--- config.mk ---
export PLATFORM = sky130hd
export DESIGN_NAME = sfepu_core
export DESIGN_NICKNAME = d
export VERILOG_FILES = /design/src/sfepu_busy_timer.v /design/src/sfepu_core.v
export VERILOG_INCLUDE_DIRS = /design/src
export SDC_FILE = /design/constraint.sdc
export NUM_CORES = 1
export LEC_CHECK = 0
export BUFFER_PORTS_ARGS = -buffer_cell sky130_fd_sc_hd__buf_4
export CAP_MARGIN = 20
export CORE_MARGIN = 1.5
export CORE_UTILIZATION = 55
export DETAILED_ROUTE_END_ITERATION = 7
export PLACE_DENSITY_LB_ADDON = 0.25
export SLEW_MARGIN = 20
export SYNTH_ARGS = -nofsm -noshare
export SYNTH_HDL_FRONTEND = slang
export SYNTH_SLANG_ARGS = --single-unit
--- constraint.sdc ---
create_clock -name core_clk -period 7.8 [get_ports core_clk]
set_input_delay 0.39 -clock core_clk [delete_from_list [all_inputs] [get_ports core_clk]]
set_output_delay 0.39 -clock core_clk [all_outputs]
set_load 0.02 [all_outputs]
--- src/sfepu_defines.vh ---
/*
 * Constants for the serial flash command engine: opcodes, phase codes,
 * reset values and worst-case cycle times. Assumes a 25 MHz core clock.
 */
`ifndef SFEPU_DEFINES_VH
`define SFEPU_DEFINES_VH

`define SFEPU_CLK_MHZ        25
`define SFEPU_CLK_KHZ        25000

`define SFEPU_OP_WR_UNLOCK   8'h06
`define SFEPU_OP_WRDI        8'h04
`define SFEPU_OP_RDSR        8'h05
`define SFEPU_OP_WRSR        8'h01
`define SFEPU_OP_PP          8'h02
`define SFEPU_OP_SE          8'h20
`define SFEPU_OP_HBE         8'h52
`define SFEPU_OP_FBE         8'hD8
`define SFEPU_OP_CE_A        8'h60
`define SFEPU_OP_CE_B        8'hC7
`define SFEPU_OP_SLEEP       8'hB9
`define SFEPU_OP_WAKE        8'hAB
`define SFEPU_OP_MAKER       8'h90
`define SFEPU_OP_SECRD       8'h2B
`define SFEPU_OP_SECWR       8'h2F
`define SFEPU_OP_QREAD       8'hEB

`define SFEPU_ERASED_BYTE    8'hFF
`define SFEPU_STATUS_RST     8'h00
`define SFEPU_ENH_EXIT       8'hFF
`define SFEPU_ADDR_BYTES     2'd3
`define SFEPU_MAKER_FIRST    8'h00

`define SFEPU_BIT_BUSY       0
`define SFEPU_BIT_WEL        1

`define SFEPU_PH_OP          3'd0
`define SFEPU_PH_ADDR        3'd1
`define SFEPU_PH_DIN         3'd2
`define SFEPU_PH_OUT         3'd3
`define SFEPU_PH_IGNORE      3'd4

`define SFEPU_T_WRITE_US     300
`define SFEPU_T_WRSR_MS      40
`define SFEPU_T_SE_MS        150
`define SFEPU_T_HBE_MS       300
`define SFEPU_T_FBE_MS       500
`define SFEPU_T_CE_S         25
`define SFEPU_T_BYTE_US      30
`define SFEPU_T_PAGE_LO_US   800
`define SFEPU_T_PAGE_HI_US   2000

`endif

--- src/sfepu_busy_timer.v ---
/*
 * Busy-cycle down counter for internal program and erase cycles.
 * Assumes start is a one-cycle pulse on core_clk, ignored while busy.
 */
`timescale 1ns/1ps
module sfepu_busy_timer (
  core_clk,
  reset_n,
  start,
  load_cycles,
  busy
);
  input  wire        core_clk;
  input  wire        reset_n;
  input  wire        start;
  input  wire [31:0] load_cycles;
  output wire        busy;

  reg [31:0] count_q;

  assign busy = (count_q != 32'h0);

  always @(posedge core_clk or negedge reset_n) begin
    if (!reset_n) begin
      count_q <= 32'h0;
    end else if (start && !busy) begin
      count_q <= load_cycles;
    end else if (busy) begin
      count_q <= count_q - 32'h1;
    end
  end
endmodule

--- src/sfepu_core.v ---
/*
 * Device-side command engine of a serial multi-I/O NOR flash: erase,
 * program and register-write busy timing, deep power-down, identity and
 * security register reads, quad read enhance mode.
 * Assumes the pins come from an external host in SPI mode 0 and that
 * core_clk runs much faster than the serial clock.
 */
`timescale 1ns/1ps
`include "sfepu_defines.vh"

// Functional notes
// - opcode 52 erases a 32KB block, also in quad command mode
// - opcode D8 erases a 64KB block in single and quad mode
// - opcodes 60 and C7 both erase the whole array, either mode
// - opcode B9 enters deep power-down, also in quad mode
// - opcode AB wakes and returns signature, single-line mode only
// - opcode 90 returns maker and device code, refused in quad mode
// - address 00h sends maker code first, 01h device code first
// - opcode 2B reads security register, also in quad mode
// - opcode 2F writes security register in single and quad mode
// - a dedicated sequence leaves quad read enhance mode in both modes
// - no write-type instruction runs before 300 us after power-up
// - erased array bytes read as FFh
// - status register holds 00h after delivery
// - status register write finishes within 40 ms
// - 4KB sector erase finishes within 150 ms
// - 32KB block erase finishes within 300 ms
// - 64KB block erase finishes within 500 ms
// - whole-array erase finishes within 25 s
// - page program max 0.8 ms at 10K cycles, 2 ms at 100K
// - each programmed byte takes at most 30 us
// - opcode 06 sets write enable, needed before erase or write
// - enhance mode kept only if every nibble bit pair differs
module sfepu_core #(
  parameter [31:0] WRITE_GATE_CYC = `SFEPU_T_WRITE_US * `SFEPU_CLK_MHZ,
  parameter [31:0] WRSR_CYC       = `SFEPU_T_WRSR_MS * `SFEPU_CLK_KHZ,
  parameter [31:0] SE_CYC         = `SFEPU_T_SE_MS * `SFEPU_CLK_KHZ,
  parameter [31:0] HBE_CYC        = `SFEPU_T_HBE_MS * `SFEPU_CLK_KHZ,
  parameter [31:0] FBE_CYC        = `SFEPU_T_FBE_MS * `SFEPU_CLK_KHZ,
  parameter [31:0] CE_CYC         = `SFEPU_T_CE_S * 1000 * `SFEPU_CLK_KHZ,
  parameter [31:0] BYTE_CYC       = `SFEPU_T_BYTE_US * `SFEPU_CLK_MHZ,
  parameter [31:0] PAGE_LO_CYC    = `SFEPU_T_PAGE_LO_US * `SFEPU_CLK_MHZ,
  parameter [31:0] PAGE_HI_CYC    = `SFEPU_T_PAGE_HI_US * `SFEPU_CLK_MHZ,
  parameter [7:0]  MAKER_CODE     = 8'h5A,  // arbitrary value
  parameter [7:0]  DEVICE_CODE    = 8'h3C   // arbitrary value
) (
  core_clk,
  reset_n,
  spi_cs_n,
  spi_sck,
  io_in,
  io_out,
  io_oe,
  quad_command_mode,
  high_wear,
  busy,
  asleep,
  enhance_active,
  write_ready
);
  input  wire       core_clk;
  input  wire       reset_n;
  input  wire       spi_cs_n;
  input  wire       spi_sck;
  input  wire [3:0] io_in;
  output wire [3:0] io_out;
  output wire [3:0] io_oe;
  input  wire       quad_command_mode;
  input  wire       high_wear;
  output wire       busy;
  output wire       asleep;
  output wire       enhance_active;
  output wire       write_ready;

  reg  [1:0]  cs_sync_q;
  reg         cs_prev_q;
  reg  [1:0]  sck_sync_q;
  reg         sck_prev_q;
  reg  [3:0]  io_s1_q;
  reg  [3:0]  io_s2_q;
  reg  [31:0] pu_cnt_q;
  reg         pu_done_q;
  reg         quad_q;
  reg  [2:0]  ph_q;
  reg  [7:0]  op_q;
  reg  [7:0]  sh_q;
  reg  [3:0]  bits_q;
  reg  [1:0]  addr_cnt_q;
  reg  [7:0]  addr_lo_q;
  reg         ind_next_q;
  reg  [8:0]  prog_bytes_q;
  reg  [7:0]  din_q;
  reg         din_seen_q;
  reg  [7:0]  out_q;
  reg         out_fresh_q;
  reg         id_sel_q;
  reg         wel_q;
  reg         sleep_q;
  reg         enh_q;
  reg  [7:0]  stat_q;
  reg  [7:0]  sec_q;
  reg         start_q;
  reg  [31:0] load_q;

  wire        cs_n      = cs_sync_q[1];
  wire        frame_beg = cs_prev_q & ~cs_n;
  wire        frame_end = ~cs_prev_q & cs_n;
  wire        sck_rise  = sck_sync_q[1] & ~sck_prev_q;
  wire        sck_fall  = ~sck_sync_q[1] & sck_prev_q;
  wire [7:0]  next_sh   = quad_q ? {sh_q[3:0], io_s2_q} :
                                   {sh_q[6:0], io_s2_q[0]};
  wire [3:0]  next_bits = bits_q + (quad_q ? 4'd4 : 4'd1);
  wire        byte_done = ~cs_n & sck_rise & (next_bits == 4'd8);
  wire [7:0]  status_rd = {stat_q[7:2], wel_q, busy};
  wire        addr_ok   = (addr_cnt_q == `SFEPU_ADDR_BYTES);
  wire        wr_ok     = wel_q & ~busy & pu_done_q & ~sleep_q;
  wire [31:0] page_max  = high_wear ? PAGE_HI_CYC : PAGE_LO_CYC;
  wire [31:0] prog_cyc  = {23'h0, prog_bytes_q} * BYTE_CYC;

  // opcodes that are followed by three address bytes
  function takes_addr;
    input [7:0] op;
    begin
      takes_addr = (op == `SFEPU_OP_HBE) || (op == `SFEPU_OP_FBE) ||
                   (op == `SFEPU_OP_SE) || (op == `SFEPU_OP_PP) ||
                   (op == `SFEPU_OP_MAKER) || (op == `SFEPU_OP_WAKE) ||
                   (op == `SFEPU_OP_QREAD);
    end
  endfunction

  // performance indicator keeps the mode only when all bit pairs toggle
  function ind_toggles;
    input [7:0] b;
    begin
      ind_toggles = &(b[7:4] ^ b[3:0]);
    end
  endfunction

  sfepu_busy_timer u_timer (
    .core_clk    (core_clk),
    .reset_n     (reset_n),
    .start       (start_q),
    .load_cycles (load_q),
    .busy        (busy)
  );

  // the driven lanes in either mode come from the output shift flop
  assign io_out = quad_q ? out_q[7:4] : {2'b00, out_q[7], 1'b0};
  assign io_oe  = (~cs_n && ph_q == `SFEPU_PH_OUT) ?
                  (quad_q ? 4'hF : 4'h2) : 4'h0;
  assign asleep         = sleep_q;
  assign enhance_active = enh_q;
  assign write_ready    = pu_done_q;

  // pins are asynchronous to core_clk
  always @(posedge core_clk or negedge reset_n) begin
    if (!reset_n) begin
      cs_sync_q  <= 2'b11;
      cs_prev_q  <= 1'b1;
      sck_sync_q <= 2'b00;
      sck_prev_q <= 1'b0;
      io_s1_q    <= 4'h0;
      io_s2_q    <= 4'h0;
    end else begin
      cs_sync_q  <= {cs_sync_q[0], spi_cs_n};
      cs_prev_q  <= cs_sync_q[1];
      sck_sync_q <= {sck_sync_q[0], spi_sck};
      sck_prev_q <= sck_sync_q[1];
      io_s1_q    <= io_in;
      io_s2_q    <= io_s1_q;
    end
  end

  // write gate after power-up; reset_n stands for the supply ramp
  always @(posedge core_clk or negedge reset_n) begin
    if (!reset_n) begin
      pu_cnt_q  <= 32'h0;
      pu_done_q <= 1'b0;
    end else if (!pu_done_q) begin
      pu_cnt_q  <= pu_cnt_q + 32'h1;
      pu_done_q <= (pu_cnt_q + 32'h1 >= WRITE_GATE_CYC);
    end
  end

  always @(posedge core_clk or negedge reset_n) begin
    if (!reset_n) begin
      quad_q       <= 1'b0;
      ph_q         <= `SFEPU_PH_IGNORE;
      op_q         <= 8'h00;
      sh_q         <= 8'h00;
      bits_q       <= 4'h0;
      addr_cnt_q   <= 2'd0;
      addr_lo_q    <= 8'h00;
      ind_next_q   <= 1'b0;
      prog_bytes_q <= 9'h0;
      din_q        <= 8'h00;
      din_seen_q   <= 1'b0;
      out_q        <= 8'h00;
      out_fresh_q  <= 1'b0;
      id_sel_q     <= 1'b0;
      wel_q        <= 1'b0;
      sleep_q      <= 1'b0;
      enh_q        <= 1'b0;
      stat_q       <= `SFEPU_STATUS_RST;
      sec_q        <= 8'h00;
      start_q      <= 1'b0;
      load_q       <= 32'h0;
    end else begin
      start_q <= 1'b0;
      if (frame_beg) begin
        quad_q       <= quad_command_mode;
        bits_q       <= 4'h0;
        addr_cnt_q   <= 2'd0;
        ind_next_q   <= 1'b0;
        prog_bytes_q <= 9'h0;
        din_seen_q   <= 1'b0;
        // enhance mode: frame starts straight with the address
        if (enh_q && !sleep_q) begin
          op_q <= `SFEPU_OP_QREAD;
          ph_q <= `SFEPU_PH_ADDR;
        end else begin
          ph_q <= `SFEPU_PH_OP;
        end
      end else if (sck_fall && !cs_n && ph_q == `SFEPU_PH_OUT) begin
        if (out_fresh_q) begin
          out_fresh_q <= 1'b0;
        end else begin
          out_q <= quad_q ? {out_q[3:0], 4'h0} : {out_q[6:0], 1'b0};
        end
      end else if (sck_rise && !cs_n) begin
        sh_q   <= next_sh;
        bits_q <= byte_done ? 4'h0 : next_bits;
        if (byte_done) begin
          case (ph_q)
            `SFEPU_PH_OP: begin
              op_q <= next_sh;
              if (sleep_q && next_sh != `SFEPU_OP_WAKE) begin
                ph_q <= `SFEPU_PH_IGNORE;
              end else if (quad_q && (next_sh == `SFEPU_OP_WAKE ||
                           next_sh == `SFEPU_OP_MAKER)) begin
                ph_q <= `SFEPU_PH_IGNORE;
              end else if (takes_addr(next_sh)) begin
                ph_q <= `SFEPU_PH_ADDR;
              end else if (next_sh == `SFEPU_OP_RDSR) begin
                ph_q        <= `SFEPU_PH_OUT;
                out_q       <= status_rd;
                out_fresh_q <= 1'b1;
              end else if (next_sh == `SFEPU_OP_SECRD) begin
                ph_q        <= `SFEPU_PH_OUT;
                out_q       <= sec_q;
                out_fresh_q <= 1'b1;
              end else begin
                ph_q <= `SFEPU_PH_DIN;
              end
            end
            `SFEPU_PH_ADDR: begin
              addr_cnt_q <= addr_cnt_q + 2'd1;
              addr_lo_q  <= next_sh;
              if (op_q == `SFEPU_OP_QREAD && enh_q && addr_cnt_q == 2'd0 &&
                  next_sh == `SFEPU_ENH_EXIT) begin
                enh_q <= 1'b0;
                ph_q  <= `SFEPU_PH_IGNORE;
              end else if (addr_cnt_q == 2'd2) begin
                out_fresh_q <= 1'b1;
                if (op_q == `SFEPU_OP_MAKER) begin
                  ph_q     <= `SFEPU_PH_OUT;
                  id_sel_q <= (next_sh != `SFEPU_MAKER_FIRST);
                  out_q    <= (next_sh == `SFEPU_MAKER_FIRST) ?
                              MAKER_CODE : DEVICE_CODE;
                end else if (op_q == `SFEPU_OP_WAKE) begin
                  ph_q    <= `SFEPU_PH_OUT;
                  sleep_q <= 1'b0;
                  out_q   <= DEVICE_CODE;
                end else begin
                  ph_q       <= `SFEPU_PH_DIN;
                  ind_next_q <= (op_q == `SFEPU_OP_QREAD);
                end
              end
            end
            `SFEPU_PH_DIN: begin
              din_q      <= next_sh;
              din_seen_q <= 1'b1;
              if (op_q == `SFEPU_OP_PP && prog_bytes_q != 9'h100) begin
                prog_bytes_q <= prog_bytes_q + 9'h1;
              end
              if (ind_next_q) begin
                ind_next_q  <= 1'b0;
                enh_q       <= ind_toggles(next_sh);
                ph_q        <= `SFEPU_PH_OUT;
                out_q       <= `SFEPU_ERASED_BYTE;
                out_fresh_q <= 1'b1;
              end
            end
            `SFEPU_PH_OUT: begin
              out_fresh_q <= 1'b1;
              if (op_q == `SFEPU_OP_MAKER) begin
                id_sel_q <= ~id_sel_q;
                out_q    <= id_sel_q ? MAKER_CODE : DEVICE_CODE;
              end else if (op_q == `SFEPU_OP_RDSR) begin
                out_q <= status_rd;
              end else if (op_q == `SFEPU_OP_SECRD) begin
                out_q <= sec_q;
              end else if (op_q == `SFEPU_OP_WAKE) begin
                out_q <= DEVICE_CODE;
              end else begin
                out_q <= `SFEPU_ERASED_BYTE;
              end
            end
            default: begin
              ph_q <= `SFEPU_PH_IGNORE;
            end
          endcase
        end
      end else if (frame_end) begin
        // commands act on deselect, and only on a whole last byte
        if (bits_q == 4'h0 && (ph_q == `SFEPU_PH_DIN ||
            ph_q == `SFEPU_PH_ADDR)) begin
          case (op_q)
            `SFEPU_OP_WR_UNLOCK: begin
              wel_q <= 1'b1;
            end
            `SFEPU_OP_WRDI: begin
              wel_q <= 1'b0;
            end
            `SFEPU_OP_SLEEP: begin
              if (!busy) begin
                sleep_q <= 1'b1;
              end
            end
            `SFEPU_OP_SE, `SFEPU_OP_HBE, `SFEPU_OP_FBE: begin
              if (wr_ok && addr_ok) begin
                wel_q   <= 1'b0;
                start_q <= 1'b1;
                if (op_q == `SFEPU_OP_SE) begin
                  load_q <= SE_CYC;
                end else if (op_q == `SFEPU_OP_HBE) begin
                  load_q <= HBE_CYC;
                end else begin
                  load_q <= FBE_CYC;
                end
              end
            end
            `SFEPU_OP_CE_A, `SFEPU_OP_CE_B: begin
              if (wr_ok) begin
                wel_q   <= 1'b0;
                start_q <= 1'b1;
                load_q  <= CE_CYC;
              end
            end
            `SFEPU_OP_PP: begin
              if (wr_ok && prog_bytes_q != 9'h0) begin
                wel_q   <= 1'b0;
                start_q <= 1'b1;
                // per-byte time, capped by the wear-dependent page max
                load_q  <= (prog_cyc > page_max) ?
                           page_max : prog_cyc;
              end
            end
            `SFEPU_OP_WRSR: begin
              if (wr_ok && din_seen_q) begin
                wel_q   <= 1'b0;
                stat_q  <= {din_q[7:2], 2'b00};
                start_q <= 1'b1;
                load_q  <= WRSR_CYC;
              end
            end
            `SFEPU_OP_SECWR: begin
              // one-time bits: they can be set but never cleared
              if (wr_ok && din_seen_q) begin
                wel_q <= 1'b0;
                sec_q <= sec_q | din_q;
              end
            end
            default: begin
              wel_q <= wel_q;
            end
          endcase
        end
        ph_q <= `SFEPU_PH_IGNORE;
      end
    end
  end
endmodule

Word-level counts from Yosys, hierarchy flattened
Cells that the tools add are included.
{"block": "op_classes", "addsub": 5, "n_mul": 1, "n_lt_le_gt_ge": 2, "eq_ne": 71, "muxes": 137, "n_bitwise": 21, "reduce_logical": 75}
{"operator": "two-way mux 8 bit", "count": 26}
{"operator": "two-way mux 32 bit", "count": 6}
{"operator": "case mux 32 bit (4 select lines)", "count": 1}
{"operator": "equality test 8 bit, second input constant", "count": 11}
{"operator": "two-way mux 1 bit", "count": 60}
{"operator": "two-way mux 9 bit", "count": 6}
{"operator": "two-way mux 24 bit", "count": 2}
{"operator": "equality test 8 x 6 -> 1 bit, second input constant", "count": 5}
{"operator": "!= test 3 bit, second input constant", "count": 12}
{"operator": "two-way mux 3 bit", "count": 11}
{"operator": "adder 32 x 1 -> 32 bit, second input constant", "count": 1}
{"operator": "equality test 8 x 3 -> 1 bit, second input constant", "count": 4}
{"operator": ">= comparator 32 x 13 -> 1 bit, second input constant", "count": 1}
{"operator": "case mux 8 bit (4 select lines)", "count": 1}
{"operator": "nonzero test 32 bit", "count": 1}
{"operator": "subtractor 32 x 1 -> 32 bit, second input constant", "count": 1}
{"operator": "two-way mux 4 bit", "count": 7}
{"operator": "nonzero test 2 bit", "count": 14}
{"operator": "!= test 2 bit, second input constant", "count": 13}
{"operator": "equality test 8 x 7 -> 1 bit, second input constant", "count": 3}
{"operator": "AND reduction 7 bit", "count": 3}
{"operator": "AND reduction 10 bit", "count": 2}
{"operator": "> comparator 19 x 16 -> 1 bit", "count": 1}
{"operator": "two-way mux 19 bit", "count": 1}
{"operator": "other kinds (51)", "count": 119}
{"block": "word_totals", "ff_bits": 183, "out_inout_bits": 12, "word_cells": 341}

Logic depth before layout (Yosys ltp)
Gate-level depths: netlist (run 1).
{"block": "logic_depth", "ltp_word": 16, "mapped_depth": 23, "ltp_nobuf": 22}

Cells and area by module
A second synthesis (run 1) with hierarchy kept.
{"block": "unflattened", "hier_cells": 1293, "area_unflattened_um2": 11932.7}
{"module": "sfepu_core", "instances": 1, "cells_each": 1084, "area_per_inst_um2": 10015.9}
{"module": "sfepu_busy_timer", "instances": 1, "cells_each": 209, "area_per_inst_um2": 1916.8}

Least setup slack after synthesis (run 1)
No wires, ideal clock.
{"block": "synth_path", "kind": "flip-flop to flip-flop", "from": "register prog_bytes_q[6]", "to": "register load_q[4]", "setup_time_ps": 126, "t_arrival_ps": 5667, "required_ps": 7674, "setup_slack_ps": 2007, "stages_incl_launch_ff": 23, "n_path_buf": 1, "synth_period_minus_slack_ps": 5793, "path_cell_list": "dfrtp_1 -> fa_1 -> inv_1 -> fa_1 -> inv_1 -> fa_1 -> inv_1 -> fa_1 -> inv_1 -> ha_1 -> a21oi_1 -> o21ai_0 -> xor2_1 -> ha_1 -> nand2_1 -> mux2i_1 -> a21o_1 -> a211o_1 -> a211oi_1 -> o21a_1 -> buf_1 -> nor3_1 -> o32a_1"}
{"block": "synth_between", "elab_chain_cells": 5, "elab_cells_between_ends": 9}
{"item": "start: declaration", "line_no": "sfepu_core.v:91", "text": "reg [8:0] prog_bytes_q;"}
{"item": "start signal: assignment", "line_no": "sfepu_core.v:284", "text": "prog_bytes_q <= prog_bytes_q + 9'h1;"}
{"item": "multiplier 9 x 9 -> 18 bit", "line_no": "sfepu_core.v:118", "text": "wire [31:0] prog_cyc = {23'h0, prog_bytes_q} * BYTE_CYC;"}
{"item": "> comparator 19 x 16 -> 1 bit", "line_no": "sfepu_core.v:355", "text": "load_q <= (prog_cyc > page_max) ?"}
{"item": "two-way mux 19 bit", "line_no": "sfepu_core.v:355"}
{"item": "two-way mux 32 bit", "line_no": "sfepu_core.v:351", "text": "if (wr_ok && prog_bytes_q != 9'h0) begin"}
{"item": "case mux 32 bit (4 select lines)", "line_no": "sfepu_core.v:318", "text": "case (op_q)"}
{"item": "end signal: assignment", "line_no": "sfepu_core.v:355"}
{"item": "end: declaration", "line_no": "sfepu_core.v:103", "text": "reg [31:0] load_q;"}
Several ways; a longest one is shown, not always the timed one. The select of a mux whose other input is x is not followed.
A chain may end at the register's enable or synchronous reset.

Worst setup path in the final report (run 1)
{"block": "layout_path", "from": "register prog_bytes_q[6]", "to": "register load_q[6]"}
Same word-level chain as after synthesis.

==> results.ini, run 1 <==
[logic_synthesis]
yosysWarnings=0
synth.most_common_cell=dfrtp_1
synth_async_sr_flop_share_pct=100
seq_area_frac_synth_pct=37.1
yosys-top-cells-count=dfrtp_1, nor2_1, inv_1
synth_top_flop_cell=dfrtp_1
synth_cells=1267
yosysTopAreaCellShare_pct=36.2
syn_nets=1381
synth_area_sq_mm=0.0118
ys_ff_latch=174
synth_edf_count=0
synth.avg_cell_area_sq_um=9.28
ys_top_cells_by_area=dfrtp_1, ha_1, fa_1
yosysTopAreaCell=dfrtp_1
synth_cell_type_count=82

[sta]
setup_violations=0
fin_worst_skew_ns=0.0125
tightest_slew_ns=1.06
fmaxAchievable_mhz=161
post-route-period-util_pct=79.5
fin_crit_ns=6.20
timing_hold_violations_final=0
final.setup.tns_ns=0
maxSlewViolCount=0
rsz0062_at_grt=false
relSlewSlack_pct=29.4

[run_status]
outcome=completed

[drt]
wire_per_inst_microns=16.7
drc=0
final_antenna_net_count=0
drt-initial-drc-count=683
routed_wl_mm=25.9
drt_first_pass_iters=5
routed_via_density=5.95
vias=9242

[setup_path]
start_kind=register
r2r_cells=21
crit_family=adder cells
cp.arrival_ns=6.52
path_class=reg2reg
r2r-end=load_q[6]
r2r-start=prog_bytes_q[6]
crit_slowest_cell=fa_1
end_kind=register
cp_num_buf_inv=4
cp_slowest_stage_delay_ns=0.57
cp.depth=21
cp.required_ns=8.12
crit_chain=fa_1 -> inv_1 -> fa_1 -> inv_1 -> fa_1 -> inv_1 -> fa_1 -> inv_1 -> ha_1 -> a21oi_1 -> o21ai_0 -> xor2_1 -> ha_1 -> nand2_1 -> mux2i_1 -> a21o_1 -> a211o_1 -> a211oi_1 -> o21a_1 -> nor3_1 -> o32a_1
worstPathMaxFanout=9
rrSetupSlack_ns=1.60
endpoint=load_q[6]
worstSetupStartpoint=prog_bytes_q[6]

[layout]
multi_input_area_sq_mm=0.00682
drive_gt1_share_pct=7.90
synthToLayoutAreaGrowth_pct=8.36
fillCellCount=1757
final-seq-area_sq_mm=0.00436
nets=1379
antennaDiodeCount=0

[place]
dp_hpwl_mm=18.8
place_congestion=0.864
port_buffers=21

[floorplan]
io_pins=22
die_w_microns=149
core_area_sq_mm=0.0210
die_y_microns=149
initial_core_util_pct=56.0
die_area_sq_mm=0.0223
rows=53

[clock_tree]
clk_latency_ns=0.44
cts.clk_slew.worst_paths_ns=0.08
hold_buffers=0
cts_tree=done
cts_root_buffer=clkbuf_16
cts_sinks=174
postCtsSetupBuffers=0
cts_made_buffers=17
cts_resized=0
clock_path_buffers=2
htreeDepth=4

[global_routing]
grt_pass1_wl_mm=43.9
grt_max_degree=96
grtUsageTotal_pct=24.5
grt.overflow.total=0
antenna_found_initial=0
grt_pass1_vias=8859

[power]
p_switching_uw=714
clock_power_share_pct=38.7
ir_worst_vdd_mv=0.144
p_leak_nw=6.16
comb_power_share_pct=19.2
seq_power_share_pct=42.0
p_sw_share_pct=31.1
power_mw=2.30
pwr_density_cell_mw_per_mm2=180
internal-power_mw=1.58

[job]
drv_cap=0

[hold_path]
hold_path.class=in2async

layer usage:
layer	vias to the layer above	part of all wire, %	GRT usage [%]
met5	-	0	0
met4	0	1.0	5.59
met3	26	4.5	3.52
met2	243	47	39.3
met1	4486	47	35.2
li1	4487	-	-
worst reg2reg max path, stage by stage, from the launching register on:
cell,delay (ns)
dfrtp_1,0.51
fa_1,0.58
inv_1,0.05
fa_1,0.49
inv_1,0.05
fa_1,0.47
inv_1,0.06
fa_1,0.52
inv_1,0.04
ha_1,0.37
a21oi_1,0.35
o21ai_0,0.22
xor2_1,0.20
ha_1,0.31
nand2_1,0.07
mux2i_1,0.08
a21o_1,0.17
a211o_1,0.28
a211oi_1,0.35
o21a_1,0.40
nor3_1,0.14
o32a_1,0.37
final cells by class:
type / instances / area share, %
well taps: 275 / 2.70
clock inverters: 15 / 1.52
clock buffers: 17 / 3.34
multi-input cells: 940 / 53.5
inverters: 104 / 3.06
flip-flops and latches: 174 / 34.2
repair buffers: 28 / 1.71
metrics by stage:
stage                     setup slack (ns)  cells  util (%)  instance area, sq um  hold WS, ns
after floorplan                       2.01   1267         -                 11800       0.0944
after global placement                1.83   1521      57.7                 12100        0.333
after detailed placement              1.63   1521      57.7                 12100        0.335
after CTS                             1.64   1553      60.6                 12700       0.0413
after global routing                  1.20   1553      60.6                 12700       0.0364
final                                 1.60   1553      60.6                 12700       0.0355
power groups by stage:
stage / combinational, mW / clock [mW] / sequential [mW]
floorplan: 0.330 / 0 / 0.967
global placement: 0.438 / 0 / 0.982
detailed placement: 0.444 / 0 / 0.982
CTS: 0.447 / 0.906 / 0.965
global route: 0.508 / 0.943 / 0.971
finish: 0.442 / 0.890 / 0.967
how the worst min path moves through the flow:
| stage | endpoint | depth (start not counted) | slack [ns] |
|---|---|---|---|
| after floorplan | addr_cnt_q[0] | 0 | 0.09 |
| after global placement | io_s2_q[3] | 0 | 0.33 |
| after detailed placement | io_s2_q[0] | 0 | 0.33 |
| after CTS | io_s1_q[0] | 1 | 0.04 |
| after global routing | io_s1_q[2] | 1 | 0.04 |
| final | u_timer.count_q[10] | 1 | 0.04 |
sequential cells by signal (all words and copies together), names as in the netlist, 6 cells and up:
name             count
out_q                8
sec_q                8
sh_q                 7
u_timer.count_q     32
prog_bytes_q         9
din_q                8
pu_cnt_q            32
op_q                 8
load_q              23
stat_q               6
cells by family after synthesis:
kind of cell | Yosys count | share of synthesized area (%)
buffers and inverters | 153 | 5.12
and+or+nand+nor | 454 | 19.9
muxes | 45 | 4.02
xor gates and xnor gates | 82 | 6.11
adders and majority gates | 104 | 13.2
DFF | 174 | 37.1
AOI/OAI and AO/OA | 255 | 14.6
cell usage in the layout (no fill, tap or decap), types with 14 or more instances in the layout:
| cell | count |
|---|---|
| dfrtp_1 | 170 |
| nor2_1 | 114 |
| inv_1 | 103 |
| nand2_1 | 93 |
| ha_1 | 71 |
| a21oi_1 | 58 |
| xnor2_1 | 52 |
| nand3_1 | 49 |
| o21ai_0 | 48 |
| nor3_1 | 39 |
| fa_1 | 33 |
| xor2_1 | 30 |
| mux2i_1 | 27 |
| buf_4 | 26 |
| nor4_1 | 17 |
| nand4_1 | 17 |
| clkbuf_16 | 17 |
| a211oi_1 | 16 |
| a31oi_1 | 16 |
| nand2b_1 | 16 |
| a21o_1 | 15 |
| nor2b_1 | 14 |
| or3_1 | 14 |
| and3_1 | 14 |
| o22ai_1 | 14 |
No activity file was read; power rests on OpenSTA's default activity.
==> inputs of run 2 (changes only) <==
- clock period: 7.8 -> 6 ns (I/O delays scaled with it)
==> results.ini, run 2 (synthesis gave the netlist of run 1 again) <==
[layout]
multi_input_area_sq_mm=0.00682
layout_common_cells=dfrtp_1, nor2_1, inv_1
antennaDiodeCount=0
synthToLayoutAreaGrowth_pct=9.37
final-seq-area_sq_mm=0.00436
final_common_cell=dfrtp_1
nets=1394
drive_gt1_share_pct=8.66
fillCellCount=1778
biggestRegsByFlops=pu_cnt_q: 32 flops, u_timer.count_q: 32 flops, load_q: 23 flops

[clock_tree]
clock_path_buffers=2
clk_latency_ns=0.44
cts_root_buffer=clkbuf_16
cts_sinks=174
htreeDepth=4
cts_made_buffers=17
cts_tree=done
cts.clk_slew.worst_paths_ns=0.07

[global_routing]
grtUsageTotal_pct=25.1
grt.overflow.total=0
antenna_found_initial=0
grt_max_degree=104
grt_pass1_wl_mm=44.7
grt_pass1_vias=8775

[drt]
vias=9333
routed_via_density=5.95
drt_first_pass_iters=5
routed_wl_mm=26.7
drc=0
final_antenna_net_count=0
drt-initial-drc-count=853
wire_per_inst_microns=17.0

[setup_path]
crit_slowest_cell=o211ai_1
crit_top_cell=inv_1
cp.arrival_ns=5.99
worstPathMaxFanout=8
cp.required_ns=6.32
path_class=reg2reg
cp_slowest_stage_delay_ns=0.56
end_kind=register
crit_chain=inv_1 -> ha_1 -> inv_1 -> fa_1 -> inv_1 -> fa_1 -> inv_1 -> fa_1 -> inv_1 -> ha_1 -> o21a_1 -> o2111ai_1 -> a31oi_1 -> nor2_1 -> xnor2_1 -> ha_1 -> nand4_1 -> a211oi_2 -> o211ai_1 -> nor2_1 -> o32a_1
start_kind=register

[sta]
post-route-period-util_pct=94.5
maxSlewViolCount=0
fin_crit_ns=5.67
timing_hold_violations_final=28
tightest_slew_ns=0.998
fmaxAchievable_mhz=176
final.setup.tns_ns=0
fin_worst_skew_ns=0.0104
whs_ns=-0.0681
relSlewSlack_pct=33.2
rsz0062_at_grt=false
setup_violations=0

[hold_path]
hold_path.class=in2async

[power]
power_mw=2.99
ir_worst_vdd_mv=0.190
seq_power_share_pct=42.3
internal-power_mw=2.08
p_switching_uw=915
clock_power_share_pct=38.4
pwr_density_cell_mw_per_mm2=233
p_leak_nw=6.24
p_sw_share_pct=30.6
comb_power_share_pct=19.3

[place]
port_buffers=21
place_congestion=0.862
dp_hpwl_mm=19.1

[floorplan]
initial_core_util_pct=56.0
die_y_microns=149
die_area_sq_mm=0.0223
die_w_microns=149
io_pins=22
rows=53
core_area_sq_mm=0.0210

[run_status]
outcome=finished with violations
violations=hold timing

[job]
drv_cap=0

run 2: cell types whose count changed in the layout (fill, tap and decap cells not counted), moves of 2 or more:
cell           delta
buf_4            +10
dlygate4sd3_1     +6
clkinv_2          +3
clkbuf_8          +2
clkinvlp_4        -2
inv_8             -2
run 2: per-stage QoR:
stage | worst slack, ns | util (%) | cell area [sq um] | std cells
floorplan | 0.207 | - | 11800 | 1267
global placement | 0.353 | 58.0 | 12200 | 1530
detailed placement | 0.232 | 58.0 | 12200 | 1530
CTS | 0.219 | 61.2 | 12900 | 1568
global route | 0.00190 | 61.2 | 12900 | 1568
finish | 0.330 | 61.2 | 12900 | 1568
run 2: worst paths after layout:
check                      slack, ns  cells past startpoint               from                  to
max                             0.33                     21    prog_bytes_q[4]           load_q[6]
min                            -0.07                      1            reset_n  u_timer.count_q[6]
max reg2reg                     0.33                     21    prog_bytes_q[4]           load_q[6]
min reg2reg                     0.35                      0         io_s1_q[3]          io_s2_q[3]
max in group asynchronous       4.51                      2            reset_n              quad_q
min in group core_clk           0.10                      3  quad_command_mode              quad_q
run 2: timing repair:
| item | 4_1_cts | 5_1_grt |
|---|---|---|
| endpoints found under the hold margin | 6 | 0 |
| endpoints found under the setup margin | 0 | 10 |
| gates resized for setup | 0 | 2 |
| hold buffers | 6 | 0 |
| setup buffers | 0 | 0 |
run 2: routing by layer:
| layer | part of all wire [%] | routed length [microns] | up-vias | GRT usage, % |
|---|---|---|---|---|
| met3 | 4.1 | 1080 | 42 | 3.27 |
| met1 | 47 | 12500 | 4558 | 35.7 |
| met4 | 2.2 | 590 | 0 | 8.42 |
| met5 | 0 | 0 | - | 0 |
| li1 | - | - | 4519 | - |
| met2 | 47 | 12500 | 214 | 39.5 |
run 2: power by group through the flow:
stage | clock network [mW] | logic (mW) | registers, mW
final | 1.15 | 0.576 | 1.27
after global routing | 1.22 | 0.656 | 1.27
after global placement | 0 | 0.556 | 1.29
after detailed placement | 0 | 0.567 | 1.29
after floorplan | 0 | 0.429 | 1.26
after CTS | 1.16 | 0.575 | 1.27
run 2: worst max-delay path, delay by kind of cell, from the launching register on:
| family | cells | cell delay [ns] |
|---|---|---|
| fa+ha+maj | 6 | 2.50 |
| simple gates | 3 | 0.29 |
| buf+inv | 5 | 0.38 |
| flops | 1 | 0.54 |
| xor+xnor | 1 | 0.28 |
| compound gates | 6 | 1.57 |
run 2: final cells by class:
class                   instances  area share, %
clock buffers                  19           3.52
multi-input cells             940           53.0
well taps                     275           2.67
repair buffers                 43           2.65
flip-flops and latches        174           33.9
inverters                     104           3.03
clock inverters                13           1.21
